### config.mk
export PLATFORM = sky130hd
export DESIGN_NAME = crf_core_regs
export DESIGN_NICKNAME = d
export VERILOG_FILES = /design/src/hw/crf_pkg.sv /design/src/hw/crf_addr_map.sv /design/src/hw/crf_core_regs.sv /design/src/hw/crf_variant_mask.sv
export SDC_FILE = /design/constraint.sdc
export NUM_CORES = 1
export LEC_CHECK = 0
export BUFFER_PORTS_ARGS = -buffer_cell sky130_fd_sc_hd__clkbuf_2
export CAP_MARGIN = 10
export CORE_ASPECT_RATIO = 0.5
export CORE_UTILIZATION = 65
export DETAILED_ROUTE_END_ITERATION = 16
export PLACE_DENSITY = 0.86
export SLEW_MARGIN = 5
export SYNTH_ARGS = -nofsm -noshare
export SYNTH_HDL_FRONTEND = slang
export SYNTH_SLANG_ARGS = --single-unit
export TNS_END_PERCENT = 5
### constraint.sdc
create_clock -name i_clock -period 4.9 [get_ports i_clock]
set_input_delay 0.49 -clock i_clock [delete_from_list [all_inputs] [get_ports i_clock]]
set_output_delay 0.49 -clock i_clock [all_outputs]
set_load 0.03 [all_outputs]
### src/hw/crf_pkg.sv
/*
 * Package for the core register file: register addresses, field layouts,
 * reset values and pointer-access modes.
 * Assumes a 12-bit data address space and 8-bit data.
 */
package crf_pkg;
   localparam int          AW = 12;
   localparam int          DW = 8;
   // Register addresses.
   localparam logic [11:0] ADDR_INDIRECT_1      = 12'hfe7;
   localparam logic [11:0] ADDR_WORKING         = 12'hfe8;
   localparam logic [11:0] ADDR_PTR0_LOW        = 12'hfe9;
   localparam logic [11:0] ADDR_PTR0_HIGH       = 12'hfea;
   localparam logic [11:0] ADDR_PTR0_OFFSET     = 12'hfeb;
   localparam logic [11:0] ADDR_PTR0_PREINC     = 12'hfec;
   localparam logic [11:0] ADDR_PTR0_POSTDEC    = 12'hfed;
   localparam logic [11:0] ADDR_PTR0_POSTINC    = 12'hfee;
   localparam logic [11:0] ADDR_PTR0_PLAIN      = 12'hfef;
   localparam logic [11:0] ADDR_INT_CTRL3       = 12'hff0;
   localparam logic [11:0] ADDR_INT_CTRL2       = 12'hff1;
   localparam logic [11:0] ADDR_INT_CTRL        = 12'hff2;
   localparam logic [11:0] ADDR_PROD_LOW        = 12'hff3;
   localparam logic [11:0] ADDR_PROD_HIGH       = 12'hff4;
   localparam logic [11:0] ADDR_TABLE_LATCH     = 12'hff5;
   localparam logic [11:0] ADDR_TABLE_PTR_LOW   = 12'hff6;
   localparam logic [11:0] ADDR_TABLE_PTR_HIGH  = 12'hff7;
   localparam logic [11:0] ADDR_TABLE_PTR_UPPER = 12'hff8;
   localparam logic [11:0] ADDR_PC_LOW          = 12'hff9;
   localparam logic [11:0] ADDR_PC_LATCH_HIGH   = 12'hffa;
   localparam logic [11:0] ADDR_PC_LATCH_UPPER  = 12'hffb;
   localparam logic [11:0] ADDR_STACK_PTR       = 12'hffc;
   localparam logic [11:0] ADDR_STACK_TOP_LOW   = 12'hffd;
   localparam logic [11:0] ADDR_STACK_TOP_HIGH  = 12'hffe;
   localparam logic [11:0] ADDR_STACK_TOP_UPPER = 12'hfff;
   // Banked-only special register range and quick-access boundary.
   localparam logic [11:0] BANKED_SFR_LO        = 12'hf16;
   localparam logic [11:0] BANKED_SFR_HI        = 12'hf5f;
   localparam logic [7:0]  ACCESS_SPLIT         = 8'h60;
   localparam logic [3:0]  ACCESS_SFR_BANK      = 4'hf;
   // Field masks of the mixed registers.
   localparam logic [7:0]  MASK_PTR0_HIGH       = 8'h0f;
   localparam logic [7:0]  MASK_UPPER5          = 8'h1f;
   localparam logic [7:0]  MASK_TABLE_UPPER     = 8'h3f;
   localparam logic [7:0]  MASK_STACK_PTR       = 8'hdf;
   localparam logic [7:0]  MASK_INT_CTRL3       = 8'hff;
   localparam int          TABLE_BIT21_POS      = 5;
   localparam int          CHANGE_FLAG_POS      = 0;
   // Reset values.
   localparam logic [7:0]  RST_INT_CTRL3        = 8'hc0;
   localparam logic [7:0]  RST_INT_CTRL2        = 8'hff;
   localparam logic [7:0]  RST_ZERO             = 8'h00;
   // Pointer access modes.
   typedef enum logic [2:0] {
      CRF_PM_NONE, CRF_PM_PLAIN, CRF_PM_POSTINC, CRF_PM_POSTDEC,
      CRF_PM_PREINC, CRF_PM_OFFSET
   } crf_ptr_mode_t;
endpackage

### src/hw/crf_addr_map.sv
/*
 * Address formation for one data access: bank selection for direct
 * operands and resolution of the pointer-zero indirect locations.
 * Assumes the core presents the direct operand address and the access bit.
 */
`timescale 1ns/100ps
`default_nettype none
module crf_addr_map
   import crf_pkg::*;
(
   // Direct operand.
   input  wire logic [7:0]          i_operand,
   input  wire logic                i_use_bank,
   input  wire logic [3:0]          i_bank,
   // Pointer state.
   input  wire logic [11:0]         i_ptr0,
   input  wire logic [7:0]          i_working,
   // Result.
   output logic [11:0]              o_direct_addr,
   output crf_pkg::crf_ptr_mode_t   o_mode,
   output logic [11:0]              o_indirect_addr
);
   always_comb begin
      // Quick-access upper half maps to the top bank only at and above the split,
      // so F16h..F5Fh always needs the bank register.
      if (i_use_bank) begin
         o_direct_addr = {i_bank, i_operand};
      end else if (i_operand >= ACCESS_SPLIT) begin
         o_direct_addr = {ACCESS_SFR_BANK, i_operand};
      end else begin
         o_direct_addr = {4'h0, i_operand};
      end
   end

   always_comb begin
      case (o_direct_addr)
         ADDR_PTR0_PLAIN:   o_mode = CRF_PM_PLAIN;
         ADDR_PTR0_POSTINC: o_mode = CRF_PM_POSTINC;
         ADDR_PTR0_POSTDEC: o_mode = CRF_PM_POSTDEC;
         ADDR_PTR0_PREINC:  o_mode = CRF_PM_PREINC;
         ADDR_PTR0_OFFSET:  o_mode = CRF_PM_OFFSET;
         default:           o_mode = CRF_PM_NONE;
      endcase
   end

   always_comb begin
      case (o_mode)
         CRF_PM_PREINC: o_indirect_addr = i_ptr0 + 12'h001;
         CRF_PM_OFFSET: o_indirect_addr = i_ptr0 + {4'h0, i_working};
         default:       o_indirect_addr = i_ptr0;
      endcase
   end
endmodule // crf_addr_map
`default_nettype wire

### src/hw/crf_core_regs.sv
/*
 * Core special-register file with pointer-zero indirect access.
 * Assumes one data access per cycle from the core; general data memory lies
 * outside and is reached through the o_mem_* port, read data combinational.
 */
// Summary of operation
// - Unimplemented locations read zero, ignore writes.
// - F16h..F5Fh reachable only through banked addressing.
// - Indirect locations redirect to pointer-addressed memory.
// - Offset location addresses pointer plus working register.
// - Pointer zero twelve bits, high nibble only.
// - Footnoted bit exists only with master clear off.
// - Small-flash variants read footnoted bits as zero.
// - Low pin-count variants read missing registers zero.
`timescale 1ns/100ps
`default_nettype none
module crf_core_regs
   import crf_pkg::*;
(
   // Clock and reset.
   input  wire logic        i_clock,
   input  wire logic        i_arst_n,
   // Variant straps.
   input  wire logic        i_small_flash,
   input  wire logic        i_low_pin,
   input  wire logic        i_mclr_enabled,
   // Core data access.
   input  wire logic        i_acc_valid,
   input  wire logic        i_acc_write,
   input  wire logic [7:0]  i_acc_operand,
   input  wire logic        i_acc_use_bank,
   input  wire logic [3:0]  i_bank_select,
   input  wire logic [7:0]  i_acc_wdata,
   output logic [7:0]       o_acc_rdata,
   output logic             o_acc_rvalid,
   // External data memory.
   output logic             o_mem_valid,
   output logic             o_mem_write,
   output logic [11:0]      o_mem_addr,
   output logic [7:0]       o_mem_wdata,
   input  wire logic [7:0]  i_mem_rdata,
   // Register contents for the core.
   output logic [7:0]       o_working,
   output logic [11:0]      o_ptr0
);
   import crf_pkg::*;

   ////////////////////////////////////////////////////////////////////////////
   // Address formation.

   logic [11:0]   direct_addr;
   logic [11:0]   indirect_addr;
   crf_ptr_mode_t ptr_mode;
   logic [7:0]    read_mask;
   logic          is_indirect;
   logic [11:0]   ptr0_reg;

   crf_addr_map u_map (
      .i_operand       (i_acc_operand),
      .i_use_bank      (i_acc_use_bank),
      .i_bank          (i_bank_select),
      .i_ptr0          (ptr0_reg),
      .i_working       (o_working),
      .o_direct_addr   (direct_addr),
      .o_mode          (ptr_mode),
      .o_indirect_addr (indirect_addr)
   );

   crf_variant_mask u_mask (
      .i_small_flash  (i_small_flash),
      .i_low_pin      (i_low_pin),
      .i_mclr_enabled (i_mclr_enabled),
      .i_addr         (direct_addr),
      .o_mask         (read_mask)
   );

   assign is_indirect = (ptr_mode != CRF_PM_NONE);

   ////////////////////////////////////////////////////////////////////////////
   // Storage.

   logic [7:0] regs [ADDR_INT_CTRL3:ADDR_STACK_TOP_UPPER];
   logic       reg_hit;
   logic       wr_reg;

   function automatic logic [7:0] field_mask(input logic [11:0] a);
      case (a)
         ADDR_PTR0_HIGH:       field_mask = MASK_PTR0_HIGH;
         ADDR_TABLE_PTR_UPPER: field_mask = MASK_TABLE_UPPER;
         ADDR_PC_LATCH_UPPER:  field_mask = MASK_UPPER5;
         ADDR_STACK_TOP_UPPER: field_mask = MASK_UPPER5;
         ADDR_STACK_PTR:       field_mask = MASK_STACK_PTR;
         default:              field_mask = 8'hff;
      endcase
   endfunction

   assign reg_hit = (direct_addr >= ADDR_INT_CTRL3);
   assign wr_reg  = i_acc_valid && i_acc_write && !is_indirect;

   always_ff @(posedge i_clock or negedge i_arst_n) begin
      if (!i_arst_n) begin
         for (int k = int'(ADDR_INT_CTRL3); k <= int'(ADDR_STACK_TOP_UPPER); k++) begin
            regs[k] <= RST_ZERO;
         end
         regs[ADDR_INT_CTRL3] <= RST_INT_CTRL3;
         regs[ADDR_INT_CTRL2] <= RST_INT_CTRL2;
      end else if (wr_reg && reg_hit) begin
         regs[direct_addr] <= i_acc_wdata & field_mask(direct_addr);
      end
   end

   always_ff @(posedge i_clock or negedge i_arst_n) begin
      if (!i_arst_n) begin
         o_working <= RST_ZERO;
      end else if (wr_reg && direct_addr == ADDR_WORKING) begin
         o_working <= i_acc_wdata;
      end
   end

   // Pointer zero: direct writes to either half, or step on post-increment, post-decrement or pre-increment use.
   always_ff @(posedge i_clock or negedge i_arst_n) begin
      if (!i_arst_n) begin
         ptr0_reg <= 12'h000;
      end else if (wr_reg && direct_addr == ADDR_PTR0_LOW) begin
         ptr0_reg[7:0] <= i_acc_wdata;
      end else if (wr_reg && direct_addr == ADDR_PTR0_HIGH) begin
         ptr0_reg[11:8] <= i_acc_wdata[3:0];
      end else if (i_acc_valid) begin
         case (ptr_mode)
            CRF_PM_POSTINC: ptr0_reg <= ptr0_reg + 12'h001;
            CRF_PM_POSTDEC: ptr0_reg <= ptr0_reg - 12'h001;
            CRF_PM_PREINC:  ptr0_reg <= indirect_addr;
            default:        ptr0_reg <= ptr0_reg;
         endcase
      end
   end

   always_ff @(posedge i_clock or negedge i_arst_n) begin
      if (!i_arst_n) begin
         o_ptr0 <= 12'h000;
      end else begin
         o_ptr0 <= ptr0_reg;
      end
   end

   ////////////////////////////////////////////////////////////////////////////
   // Memory port and read data. Indirect and ordinary memory accesses go out;
   // the answer is registered one cycle after the request.

   logic [7:0] rdata_next;
   logic       mem_sel;

   // Addresses below the special region and indirect targets go to memory.
   assign mem_sel = is_indirect || direct_addr < BANKED_SFR_LO;

   always_ff @(posedge i_clock or negedge i_arst_n) begin
      if (!i_arst_n) begin
         o_mem_valid <= 1'b0;
         o_mem_write <= 1'b0;
         o_mem_addr  <= 12'h000;
         o_mem_wdata <= RST_ZERO;
      end else begin
         o_mem_valid <= i_acc_valid && mem_sel;
         o_mem_write <= i_acc_write;
         o_mem_addr  <= is_indirect ? indirect_addr : direct_addr;
         o_mem_wdata <= i_acc_wdata;
      end
   end

   // Pending read that must take its data from memory next cycle.
   logic pend_mem_rd;
   logic [7:0] reg_rdata_q;

   always_comb begin
      rdata_next = 8'h00;
      if (direct_addr == ADDR_WORKING) begin
         rdata_next = o_working;
      end else if (direct_addr == ADDR_PTR0_LOW) begin
         rdata_next = ptr0_reg[7:0];
      end else if (direct_addr == ADDR_PTR0_HIGH) begin
         rdata_next = {4'h0, ptr0_reg[11:8]};
      end else if (reg_hit) begin
         rdata_next = regs[direct_addr];
      end
      rdata_next = rdata_next & read_mask;
   end

   always_ff @(posedge i_clock or negedge i_arst_n) begin
      if (!i_arst_n) begin
         pend_mem_rd <= 1'b0;
         reg_rdata_q <= RST_ZERO;
      end else begin
         pend_mem_rd <= i_acc_valid && !i_acc_write && mem_sel;
         reg_rdata_q <= rdata_next;
      end
   end

   always_ff @(posedge i_clock or negedge i_arst_n) begin
      if (!i_arst_n) begin
         o_acc_rvalid <= 1'b0;
      end else begin
         o_acc_rvalid <= i_acc_valid && !i_acc_write;
      end
   end

   // Memory data is combinational on the registered address, so the answer
   // is steered at the output flop: register data or memory data.
   always_ff @(posedge i_clock or negedge i_arst_n) begin
      if (!i_arst_n) begin
         o_acc_rdata <= RST_ZERO;
      end else begin
         o_acc_rdata <= pend_mem_rd ? i_mem_rdata : reg_rdata_q;
      end
   end
endmodule // crf_core_regs
`default_nettype wire

### src/hw/crf_variant_mask.sv
/*
 * Read mask for variant-dependent bits.
 * Assumes the variant straps are steady after reset.
 */
`timescale 1ns/100ps
`default_nettype none
module crf_variant_mask
   import crf_pkg::*;
(
   // Variant and configuration.
   input  wire logic        i_small_flash,
   input  wire logic        i_low_pin,
   input  wire logic        i_mclr_enabled,
   // Register selected.
   input  wire logic [11:0] i_addr,
   // Mask of readable bits.
   output logic [7:0]       o_mask
);
   always_comb begin
      o_mask = 8'hff;
      // The bit 21 of the table pointer is only present on the larger flash.
      if (i_addr == ADDR_TABLE_PTR_UPPER && i_small_flash) begin
         o_mask[TABLE_BIT21_POS] = 1'b0;
      end
      // The port-B change flag pin doubles as master clear.
      if (i_addr == ADDR_INT_CTRL && i_mclr_enabled) begin
         o_mask[CHANGE_FLAG_POS] = 1'b0;
      end
      if (i_low_pin && i_addr >= BANKED_SFR_LO && i_addr <= BANKED_SFR_HI) begin
         o_mask = 8'h00;
      end
   end
endmodule // crf_variant_mask
`default_nettype wire

# ---- Word-level counts from Yosys, hierarchy flattened
# Index checks and enable logic that the tools add are counted.
dict set report op_classes {
  add_sub_neg 3
  n_lt_le_gt_ge 7
  n_eq_ne 18
  muxes 26
  bitwise 4
  reduce_logical 25
}
# op count
set ops {}
lappend ops {{equality test 12 bit (second input constant)} 13}
lappend ops {{bitwise mux 128 bit} 1}
lappend ops {{binary-select mux 8 bit (select 12 bit)} 1}
lappend ops {{demux 8 bit (select 12 bit)} 1}
lappend ops {{2-to-1 mux 8 bit} 12}
lappend ops {{2-to-1 mux 12 bit} 4}
lappend ops {{one-hot mux 12 bit (3 select lines)} 1}
lappend ops {{one-hot mux 8 bit (4 select lines)} 1}
lappend ops {{greater-or-equal comparator 12 bit (second input constant)} 2}
lappend ops {{one-hot mux 12 bit (2 select lines)} 1}
lappend ops {{bitwise AND 8 bit} 2}
lappend ops {{one-hot mux 3 bit (5 select lines)} 1}
lappend ops {{logical AND 1 bit} 14}
lappend ops {{greater-or-equal comparator 13 bit (second input constant)} 1}
lappend ops {{< comparator 13 x 1 -> 1 bit (second input constant)} 1}
lappend ops {{inverter 12 -> 13 bit} 1}
lappend ops {{adder 12 x 1 -> 12 bit (second input constant)} 1}
lappend ops {{adder 12 x 8 -> 12 bit} 1}
lappend ops {{less-or-equal comparator 12 bit (second input constant)} 1}
lappend ops {{< comparator 12 bit (second input constant)} 1}
lappend ops {{subtractor 12 x 1 -> 12 bit (second input constant)} 1}
lappend ops {{greater-or-equal comparator 8 x 7 -> 1 bit (second input constant)} 1}
lappend ops {{nonzero test 4 bit} 2}
lappend ops {{equality test 3 x 2 -> 1 bit (second input constant)} 2}
lappend ops {{other kinds (11)} 16}
dict set report totals {
  register_bits 200
  in_bits 36
  out_inout_bits 51
  wordCells 111
}

# ---- Longest topological paths before layout
# Gate-level depths: netlist (run 1).
dict set report depth {
  word_depth 12
  depth_mapped 9
  depth_no_buf 8
}

# ---- Modules after synthesis
# From an unflattened synthesis (run 1), not the netlist that was laid out.
dict set report unflattened {
  cells_unflattened 827
  area_unflattened_um2 10316.1
}
# mod n_inst cells_per_inst area_per_inst_um2
set by_module_without_submodules {}
lappend by_module_without_submodules {crf_core_regs 1 699 9332.7}
lappend by_module_without_submodules {crf_addr_map 1 109 849.6}
lappend by_module_without_submodules {crf_variant_mask 1 19 133.9}

# ---- Worst setup path after synthesis (run 1)
# Ideal clock, no wire load.
dict set report synth_path {
  path_type {input to register}
  start {input i_acc_operand[0]}
  end {register reg_rdata_q[6]}
  setup_ps 121
  arrival_time_ps 2319
  required_ps 4779
  setup_slack_ps 2459
  path_stages 7
  path_buffers 3
  cell_sequence {buf_4 -> buf_2 -> buf_2 -> mux4_2 -> mux4_2 -> nand2_1 -> nand2_1}
}
dict set report synth_between {
  elab_chain_cells 12
  elab_cells_between_ends 21
  classes_between {4 x order compare; 3 x eq/ne; 10 x mux; 2 x bitwise; 2 x reduce/logical}
}
# element line_no
set synth_rtl {}
lappend synth_rtl {{start, declared} crf_core_regs.sv:30} ;# input wire logic [7:0] i_acc_operand,
lappend synth_rtl {{greater-or-equal comparator 8 x 7 -> 1 bit} crf_addr_map.sv:28} ;# end else if (i_operand >= ACCESS_SPLIT) begin
lappend synth_rtl {{2-to-1 mux 12 bit} crf_addr_map.sv:28}
lappend synth_rtl {{2-to-1 mux 12 bit (*)} crf_addr_map.sv:26} ;# if (i_use_bank) begin
lappend synth_rtl {{inverter 12 -> 13 bit (not written as such)} crf_core_regs.sv:183} ;# rdata_next = regs[direct_addr];
lappend synth_rtl {{binary-select mux 8 bit (select 12 bit)} crf_core_regs.sv:183}
lappend synth_rtl {{2-to-1 mux 8 bit (not written as such) (2 in a row)} crf_core_regs.sv:183}
lappend synth_rtl {{2-to-1 mux 8 bit} crf_core_regs.sv:182} ;# end else if (reg_hit) begin
lappend synth_rtl {{2-to-1 mux 8 bit} crf_core_regs.sv:180} ;# end else if (direct_addr == ADDR_PTR0_HIGH) begin
lappend synth_rtl {{2-to-1 mux 8 bit} crf_core_regs.sv:178} ;# end else if (direct_addr == ADDR_PTR0_LOW) begin
lappend synth_rtl {{2-to-1 mux 8 bit} crf_core_regs.sv:176} ;# if (direct_addr == ADDR_WORKING) begin
lappend synth_rtl {{bitwise AND 8 bit (*)} crf_core_regs.sv:185} ;# rdata_next = rdata_next & read_mask;
lappend synth_rtl {{named net rdata_next[6]} crf_core_regs.sv:150} ;# logic [7:0] rdata_next;
lappend synth_rtl {{end signal, assigned} crf_core_regs.sv:194} ;# reg_rdata_q <= rdata_next;
lappend synth_rtl {{end, declared} crf_core_regs.sv:172} ;# logic [7:0] reg_rdata_q;
# Mark *: on every way through the listed nets, which the timed path passes. The rest lies on a longest branch. The select of a mux whose other input is x is not followed.
# A chain may end at the register's enable or synchronous reset.

# ---- Final worst setup path (run 1)
dict set report layout_path {
  start {input i_acc_operand[1]}
  end {register regs[72] in the netlist's numbering}
}
dict set report layout_between {
  elab_chain_cells 9
  elab_cells_between_ends 21
  classes_between {4 x order compare; 5 x eq/ne; 6 x mux; 1 x bitwise; 5 x reduce/logical}
}
# element line_no
set layout_rtl {}
lappend layout_rtl {{greater-or-equal comparator 8 x 7 -> 1 bit} crf_addr_map.sv:28}
lappend layout_rtl {{2-to-1 mux 12 bit} crf_addr_map.sv:28}
lappend layout_rtl {{2-to-1 mux 12 bit (*)} crf_addr_map.sv:26}
lappend layout_rtl {{inverter 12 -> 13 bit (not written as such) / equality test 12 bit (equally long branches)} {crf_core_regs.sv:108, crf_addr_map.sv:36}}
lappend layout_rtl {{greater-or-equal comparator 13 bit (not written as such) (tied with other cells)} crf_core_regs.sv:108} ;# regs[direct_addr] <= i_acc_wdata & field_mask(direct_addr);
lappend layout_rtl {{logical AND 1 bit (not written as such) / nonzero test 3 bit (equally long branches)} {crf_core_regs.sv:108, crf_core_regs.sv:77}}
lappend layout_rtl {{2-to-1 mux 8 bit (not written as such) / logical NOT 1 bit (equally long branches)} {crf_core_regs.sv:108, crf_core_regs.sv:98}}
lappend layout_rtl {{demux 8 bit (select 12 bit) / logical AND 1 bit (equally long branches)} {crf_core_regs.sv:108, crf_core_regs.sv:98}}
lappend layout_rtl {{bitwise mux 128 bit / logical AND 1 bit (equally long branches)} {crf_core_regs.sv:108, crf_core_regs.sv:107}}
lappend layout_rtl {{end signal, assigned by index} crf_core_regs.sv:108}
lappend layout_rtl {{end, declared} crf_core_regs.sv:82} ;# logic [7:0] regs [ADDR_INT_CTRL3:ADDR_STACK_TOP_UPPER];
# Every way passes the cells marked *; elsewhere a longest branch is shown, timed or not.

==> impl_metrics.ini, run 1 <==
[setup_path]
crit_family = simple AND/OR/NAND/NOR gates
endpoint_kind = flop
crit_type = input port to flop
required_ns = 5.23
slowest_delay_ns = 0.67
cp.arrival_ns = 3.22
worstPathCellList = clkbuf_2, a21oi_1, nor3_1, or4_1, or3_1, mux2_4
crit_path_start_kind = input port
reg2reg_slack_ns = 2.30
worstPathMaxFanout = 29
slowest_stage = or4_1
path_buf_inv = 1

[global_routing]
grt.busiest_layer = met2
antenna_found_initial = 0
grt_pass1_wl_mm = 41.64
grt_pass1_vias = 7215
grt_overflow_total = 0
grt_max_degree = 129
grt_use_total = 0.3618
use_met3 = 0.07526
met1_usage = 0.5221
grt_util_met2 = 0.5576

[detailed_routing]
drt-pass1-iter-count = 5
antenna_left = 0
wl_mm = 27.09
drt-initial-drc-count = 1055
vias = 7517
avgRoutedWirePerCell_um = 24.90
via_per_inst = 6.909
drc = 0

[cells_and_area]
top_register = regs
layout_commonest_cell = dfrtp_1
layout.nets = 924
largest_register_ffs = 128
area_growth_pct = 11.39
n_antenna_cell = 0
drive_above_1_share = 0.3135
layout_common_cells = 190 x dfrtp_1, 91 x nand2_1, 85 x clkbuf_2
nFillCells = 905

[timing]
final_max_slew_viol_count = 0
worst_slew_pin_slew_ns = 1.140
fmax_mhz = 345.7
relSlewSlack = 0.2344
hold_ws_ns = 0.1585
rsz0062_at_grt = no
hold_violations = 0
fin_crit_sh = 0.5904
period_minus_slack_ns = 2.893
setup_viol = 0
fin_skew_ns = 0.008289
finalSetupTns_ns = 0

[clock_tree]
h-tree-depth = 4
cts_tree = yes
cts_root_buf = clkbuf_16
ctsResizeCount = 0
numCtsBuffers = 17
post_cts_buffers = 0
cts_sinks = 200
clock_path_buffers = 2
ctsHoldBuffers = 0
path_clk_slew_ns = 0.08
clk_latency_ns = 0.44

[placement]
numPortBuffers = 86
place.gp.congestion = 1.021
hpwl_mm = 18.30

[pwr]
swShare = 0.2781
switching_power_mw = 0.9721
pwr-share-seq = 0.487
p_int_mw = 2.523
power.share.clock = 0.435
p_per_area_nw_per_um2 = 316.9
vdd_drop_max_mv = 0.2907
leakagePower_nw = 5.155
combPwrFrac = 0.078

[logic_synthesis]
syn-num-nets = 869
synthCells = 822
synth_flop_cell = dfrtp_1
netlist_area_um2 = 9901
ys_types = 67
synth.avg_cell_area_um2 = 12.04
synth-async-reset-ratio = 1.000
seq_area_frac_synth = 0.5068
synth_edf_count = 0
synth-seq-cells = 200
synth_warnings = 0

[status]
outcome = finished clean

[floorplanning]
start_util = 0.6753
die_y_um = 89.27
dieArea_um2 = 15760
row_count = 31
core_area_um2 = 14660
io_pins = 87
fp.dieW_um = 176.5

[worst_hold_path]
hold_class = input port to asynchronous set/reset pin

[job]
drv_cap = 0
per-layer routing:
layer,routed length (um),vias up
met2,12340,494
met5,0,-
li1,-,3153
met3,2701,69
met1,11330,3801
met4,720,0
Yosys cell counts, types with 4 or more instances:
cell type | count | area share
o21ai_0 | 64 | 0.032
or3_1 | 19 | 0.012
a211oi_1 | 7 | 0.0053
buf_1 | 7 | 0.0027
a221o_1 | 4 | 0.0040
mux2_1 | 8 | 0.0091
dfstp_2 | 10 | 0.027
nor2_1 | 21 | 0.0080
ha_1 | 10 | 0.013
nand2_1 | 91 | 0.035
nor3_1 | 21 | 0.011
a31oi_1 | 6 | 0.0038
clkbuf_1 | 31 | 0.012
o311ai_0 | 7 | 0.0062
mux2_2 | 74 | 0.084
nand4_1 | 5 | 0.0032
and2_1 | 12 | 0.0076
mux4_2 | 38 | 0.086
nand3_1 | 21 | 0.011
buf_4 | 4 | 0.0030
nand2b_1 | 5 | 0.0032
a22oi_1 | 11 | 0.0083
inv_1 | 7 | 0.0027
dfrtp_1 | 190 | 0.48
mux2i_1 | 14 | 0.014
xnor2_1 | 11 | 0.0097
nor2b_1 | 7 | 0.0044
mux2_4 | 18 | 0.027
a21oi_1 | 22 | 0.011
buf_2 | 15 | 0.0076
stage by stage:
stage	utilization	setup slack (ns)	std cells	power, mW	area [um^2]
final	0.7522	2.007	1088	3.495	11030
after global routing	0.7522	1.802	1088	3.592	11030
after global placement	0.7083	1.734	1056	1.994	10390
after floorplan	-	2.459	822	1.885	9901
after detailed placement	0.7083	1.673	1056	2.003	10390
after CTS	0.7522	2.095	1088	3.496	11030
cell type report:
type                       count  area (um^2)  share of cell area
clock buffer                  17        425.4             0.03857
clock inverter                15        217.7             0.01974
inverter                       9        33.78            0.003063
multi-input combinational    554         4579              0.4152
sequential                   200         5017              0.4550
tap                          198        247.7             0.02246
timing repair buffer          95        506.7             0.04595
final timing paths:
kind | startpoint | endpoint | cells past startpoint
setup / recovery | i_acc_operand[1] | regs[72] | 6
hold / removal | i_arst_n | regs[80] | 1
setup reg to reg | ptr0_reg[0] | o_mem_addr[4] | 8
hold reg to reg | reg_rdata_q[5] | o_acc_rdata[5] | 1
max in group asynchronous | i_arst_n | regs[114] | 2
min in group i_clock | i_small_flash | reg_rdata_q[5] | 2
cells by family after synthesis:
group           count (synthesis)  share of synthesized area
compound gates                149                    0.09719
simple gates                  228                     0.1171
mux                           152                     0.2212
fa+ha+maj                      11                    0.01466
buf+inv                        68                    0.03071
flops                         200                     0.5068
xor+xnor                       14                    0.01238
power by group through the flow:
stage / Clock (mW) / Sequential, mW / Combinational (mW)
4_1_cts: 1.52 / 1.70 / 0.269
2_1_floorplan: 0 / 1.76 / 0.125
5_1_grt: 1.59 / 1.71 / 0.292
6_report: 1.52 / 1.70 / 0.272
3_3_place_gp: 0 / 1.73 / 0.262
3_5_place_dp: 0 / 1.74 / 0.267
Note: power is estimated with default switching activity, not from simulation.
==> run 2: changes to the inputs <==
--- a/config.mk
+++ b/config.mk
@@ -8,9 +8,9 @@
 export BUFFER_PORTS_ARGS = -buffer_cell sky130_fd_sc_hd__clkbuf_2
 export CAP_MARGIN = 10
 export CORE_ASPECT_RATIO = 0.5
-export CORE_UTILIZATION = 65
+export CORE_UTILIZATION = 54
 export DETAILED_ROUTE_END_ITERATION = 16
-export PLACE_DENSITY = 0.86
+export PLACE_DENSITY = 0.76
 export SLEW_MARGIN = 5
 export SYNTH_ARGS = -nofsm -noshare
 export SYNTH_HDL_FRONTEND = slang
==> constraint.sdc (replaced) <==
create_clock -name i_clock -period 2.4 [get_ports i_clock]
set_input_delay 0.24 -clock i_clock [delete_from_list [all_inputs] [get_ports i_clock]]
set_output_delay 0.24 -clock i_clock [all_outputs]
set_load 0.03 [all_outputs]
==> run 2 against run 1 <==
Against the previous run:
- the run now ends with DRC left
- clock skew grew 0.0059 ns
- worst setup slack got worse by 2.0 ns
- hold slack lost 0.12 ns
- via count fell by 0.16%
- critical path type is now flop to flop
- highest routed layer unchanged
==> impl_metrics.ini, run 2 (same netlist as run 1, synthesis figures left out) <==
[clock_tree]
numCtsBuffers = 17
cts_tree = yes
h-tree-depth = 4
cts_sinks = 200
path_clk_slew_ns = 0.08
clock_path_buffers = 2
clk_latency_ns = 0.44
cts_root_buf = clkbuf_16

[floorplanning]
core_area_um2 = 17650
start_util = 0.5608
row_count = 34
die_y_um = 97.75
io_pins = 87
fp.dieW_um = 193.5
dieArea_um2 = 18910

[detailed_routing]
antenna_left = 0
drc = 7
drt-initial-drc-count = 719
vias = 7505
wl_mm = 27.75
via_per_inst = 6.344
drt-pass1-iter-count = 12
avgRoutedWirePerCell_um = 23.45

[placement]
numPortBuffers = 86
hpwl_mm = 19.36
place_ws_ns = -0.1023
place.gp.congestion = 0.9527
placed_cell_area_um2 = 10870
dp_cells = 1146

[global_routing]
grt_use_total = 0.3063
antenna_found_initial = 1
grt_overflow_total = 0
grt_pass1_vias = 7670
grt_max_degree = 70
grt_pass1_wl_mm = 43.71

[timing]
finalSetupTns_ns = 0
fin_crit_sh = 0.9866
rsz0062_at_grt = yes
hold_violations = 0
period_minus_slack_ns = 2.368
final_max_slew_viol_count = 0
worst_slew_pin_slew_ns = 0.6533
fin_skew_ns = 0.01420
setup_slack_ns = 0.03206
setup_viol = 0
relSlewSlack = 0.5599
fmax_mhz = 422.3

[setup_path]
slowest_stage = or4b_4
crit_family = simple AND/OR/NAND/NOR gates
reg2reg_slack_ns = 0.03
reg2reg_depth = 6
crit_type = flop to flop
path_buf_inv = 0
slowest_delay_ns = 0.50
cp.arrival_ns = 2.69
r2r_end = ptr0_reg[9]
required_ns = 2.72
worstPathCellList = or3_4, or4b_4, or3_4, mux2i_2, mux2i_1, a221o_1
r2r_start = ptr0_reg[0]
worstPathMaxFanout = 3
crit_path_start_kind = flop
endpoint_kind = flop
cp_common_cell = or3_4

[worst_hold_path]
hold_path_depth = 2
holdCritStartpoint = i_mem_rdata[5]
hold_class = input port to flop
worst_hold_path.endpoint = o_acc_rdata[5]

[cells_and_area]
stdcell_count = 1183
top_register = regs
layout_common_cells = 190 x dfrtp_1, 91 x nand2_1, 85 x clkbuf_2
layout.nets = 983
multi_input_area_um2 = 4597
nFillCells = 1303
postLayoutCellArea_um2 = 11550
largest_register_ffs = 128
layout_commonest_cell = dfrtp_1
drive_above_1_share = 0.3562
area_growth_pct = 16.62
regArea_um2 = 5017
n_antenna_cell = 0

[job]
drv_cap = 0

[status]
outcome = finished with violations
failed_checks = DRC

[pwr]
p_per_area_nw_per_um2 = 609.6
vdd_drop_max_mv = 0.4561
leakagePower_nw = 5.426
run 2: changes by cell type in the layout (fill, tap and decap cells not counted), moves of 2 or more:
| cell | change |
|---|---|
| buf_4 | +52 |
| dlygate4sd3_1 | +4 |
| buf_12 | +3 |
| clkinv_8 | -2 |
| inv_8 | +2 |
run 2: worst max-delay path by stage:
stage                     startpoint     endpoint  slack [ns]  depth (start not counted)
floorplan                ptr0_reg[0]  ptr0_reg[9]        0.14                          6
global placement    i_acc_operand[0]     regs[96]       -0.08                          6
detailed placement  i_acc_operand[0]     regs[97]       -0.10                          6
CTS                      ptr0_reg[0]  ptr0_reg[9]        0.05                          6
global route             ptr0_reg[0]  ptr0_reg[9]       -0.02                          6
finish                   ptr0_reg[0]  ptr0_reg[9]        0.03                          6
run 2: cell type report:
| cell class | instances | share of cell area |
|---|---|---|
| clock buffers | 18 | 0.03804 |
| inverters | 9 | 0.002926 |
| repair buffers | 154 | 0.08637 |
| clock inverters | 14 | 0.01463 |
| well taps | 234 | 0.02536 |
| flip-flops and latches | 200 | 0.4345 |
| multi-input cells | 554 | 0.3981 |
run 2: where the power goes:
part	switching [mW]	internal, mW
Clock	1.51	1.45
Sequential	0.0353	3.43
Combinational	0.399	0.211
run 2: per-layer routing:
metal | GRT usage | part of all wire
met1 | 0.4271 | 0.42
met2 | 0.4844 | 0.47
met3 | 0.06010 | 0.083
met4 | 0.1108 | 0.030
met5 | 0 | 0
run 2: repair_timing:
action,4_1_cts,5_1_grt
resized for setup,1,4
endpoints found under the hold margin,67,0
hold buffers,4,0
setup buffers,1,0
setup endpoints to repair,2,7
run 2: through the flow:
| step | util | power [mW] | hold slack [ns] |
|---|---|---|---|
| 2_1_floorplan | - | 3.848 | -0.05559 |
| 3_5_place_dp | 0.6159 | 4.128 | 0.2837 |
| 4_1_cts | 0.6532 | 7.073 | 0.02055 |
| 6_report | 0.6540 | 7.038 | 0.03403 |
| 5_1_grt | 0.6540 | 7.235 | 0.02568 |
| 3_3_place_gp | 0.6159 | 4.113 | 0.2756 |
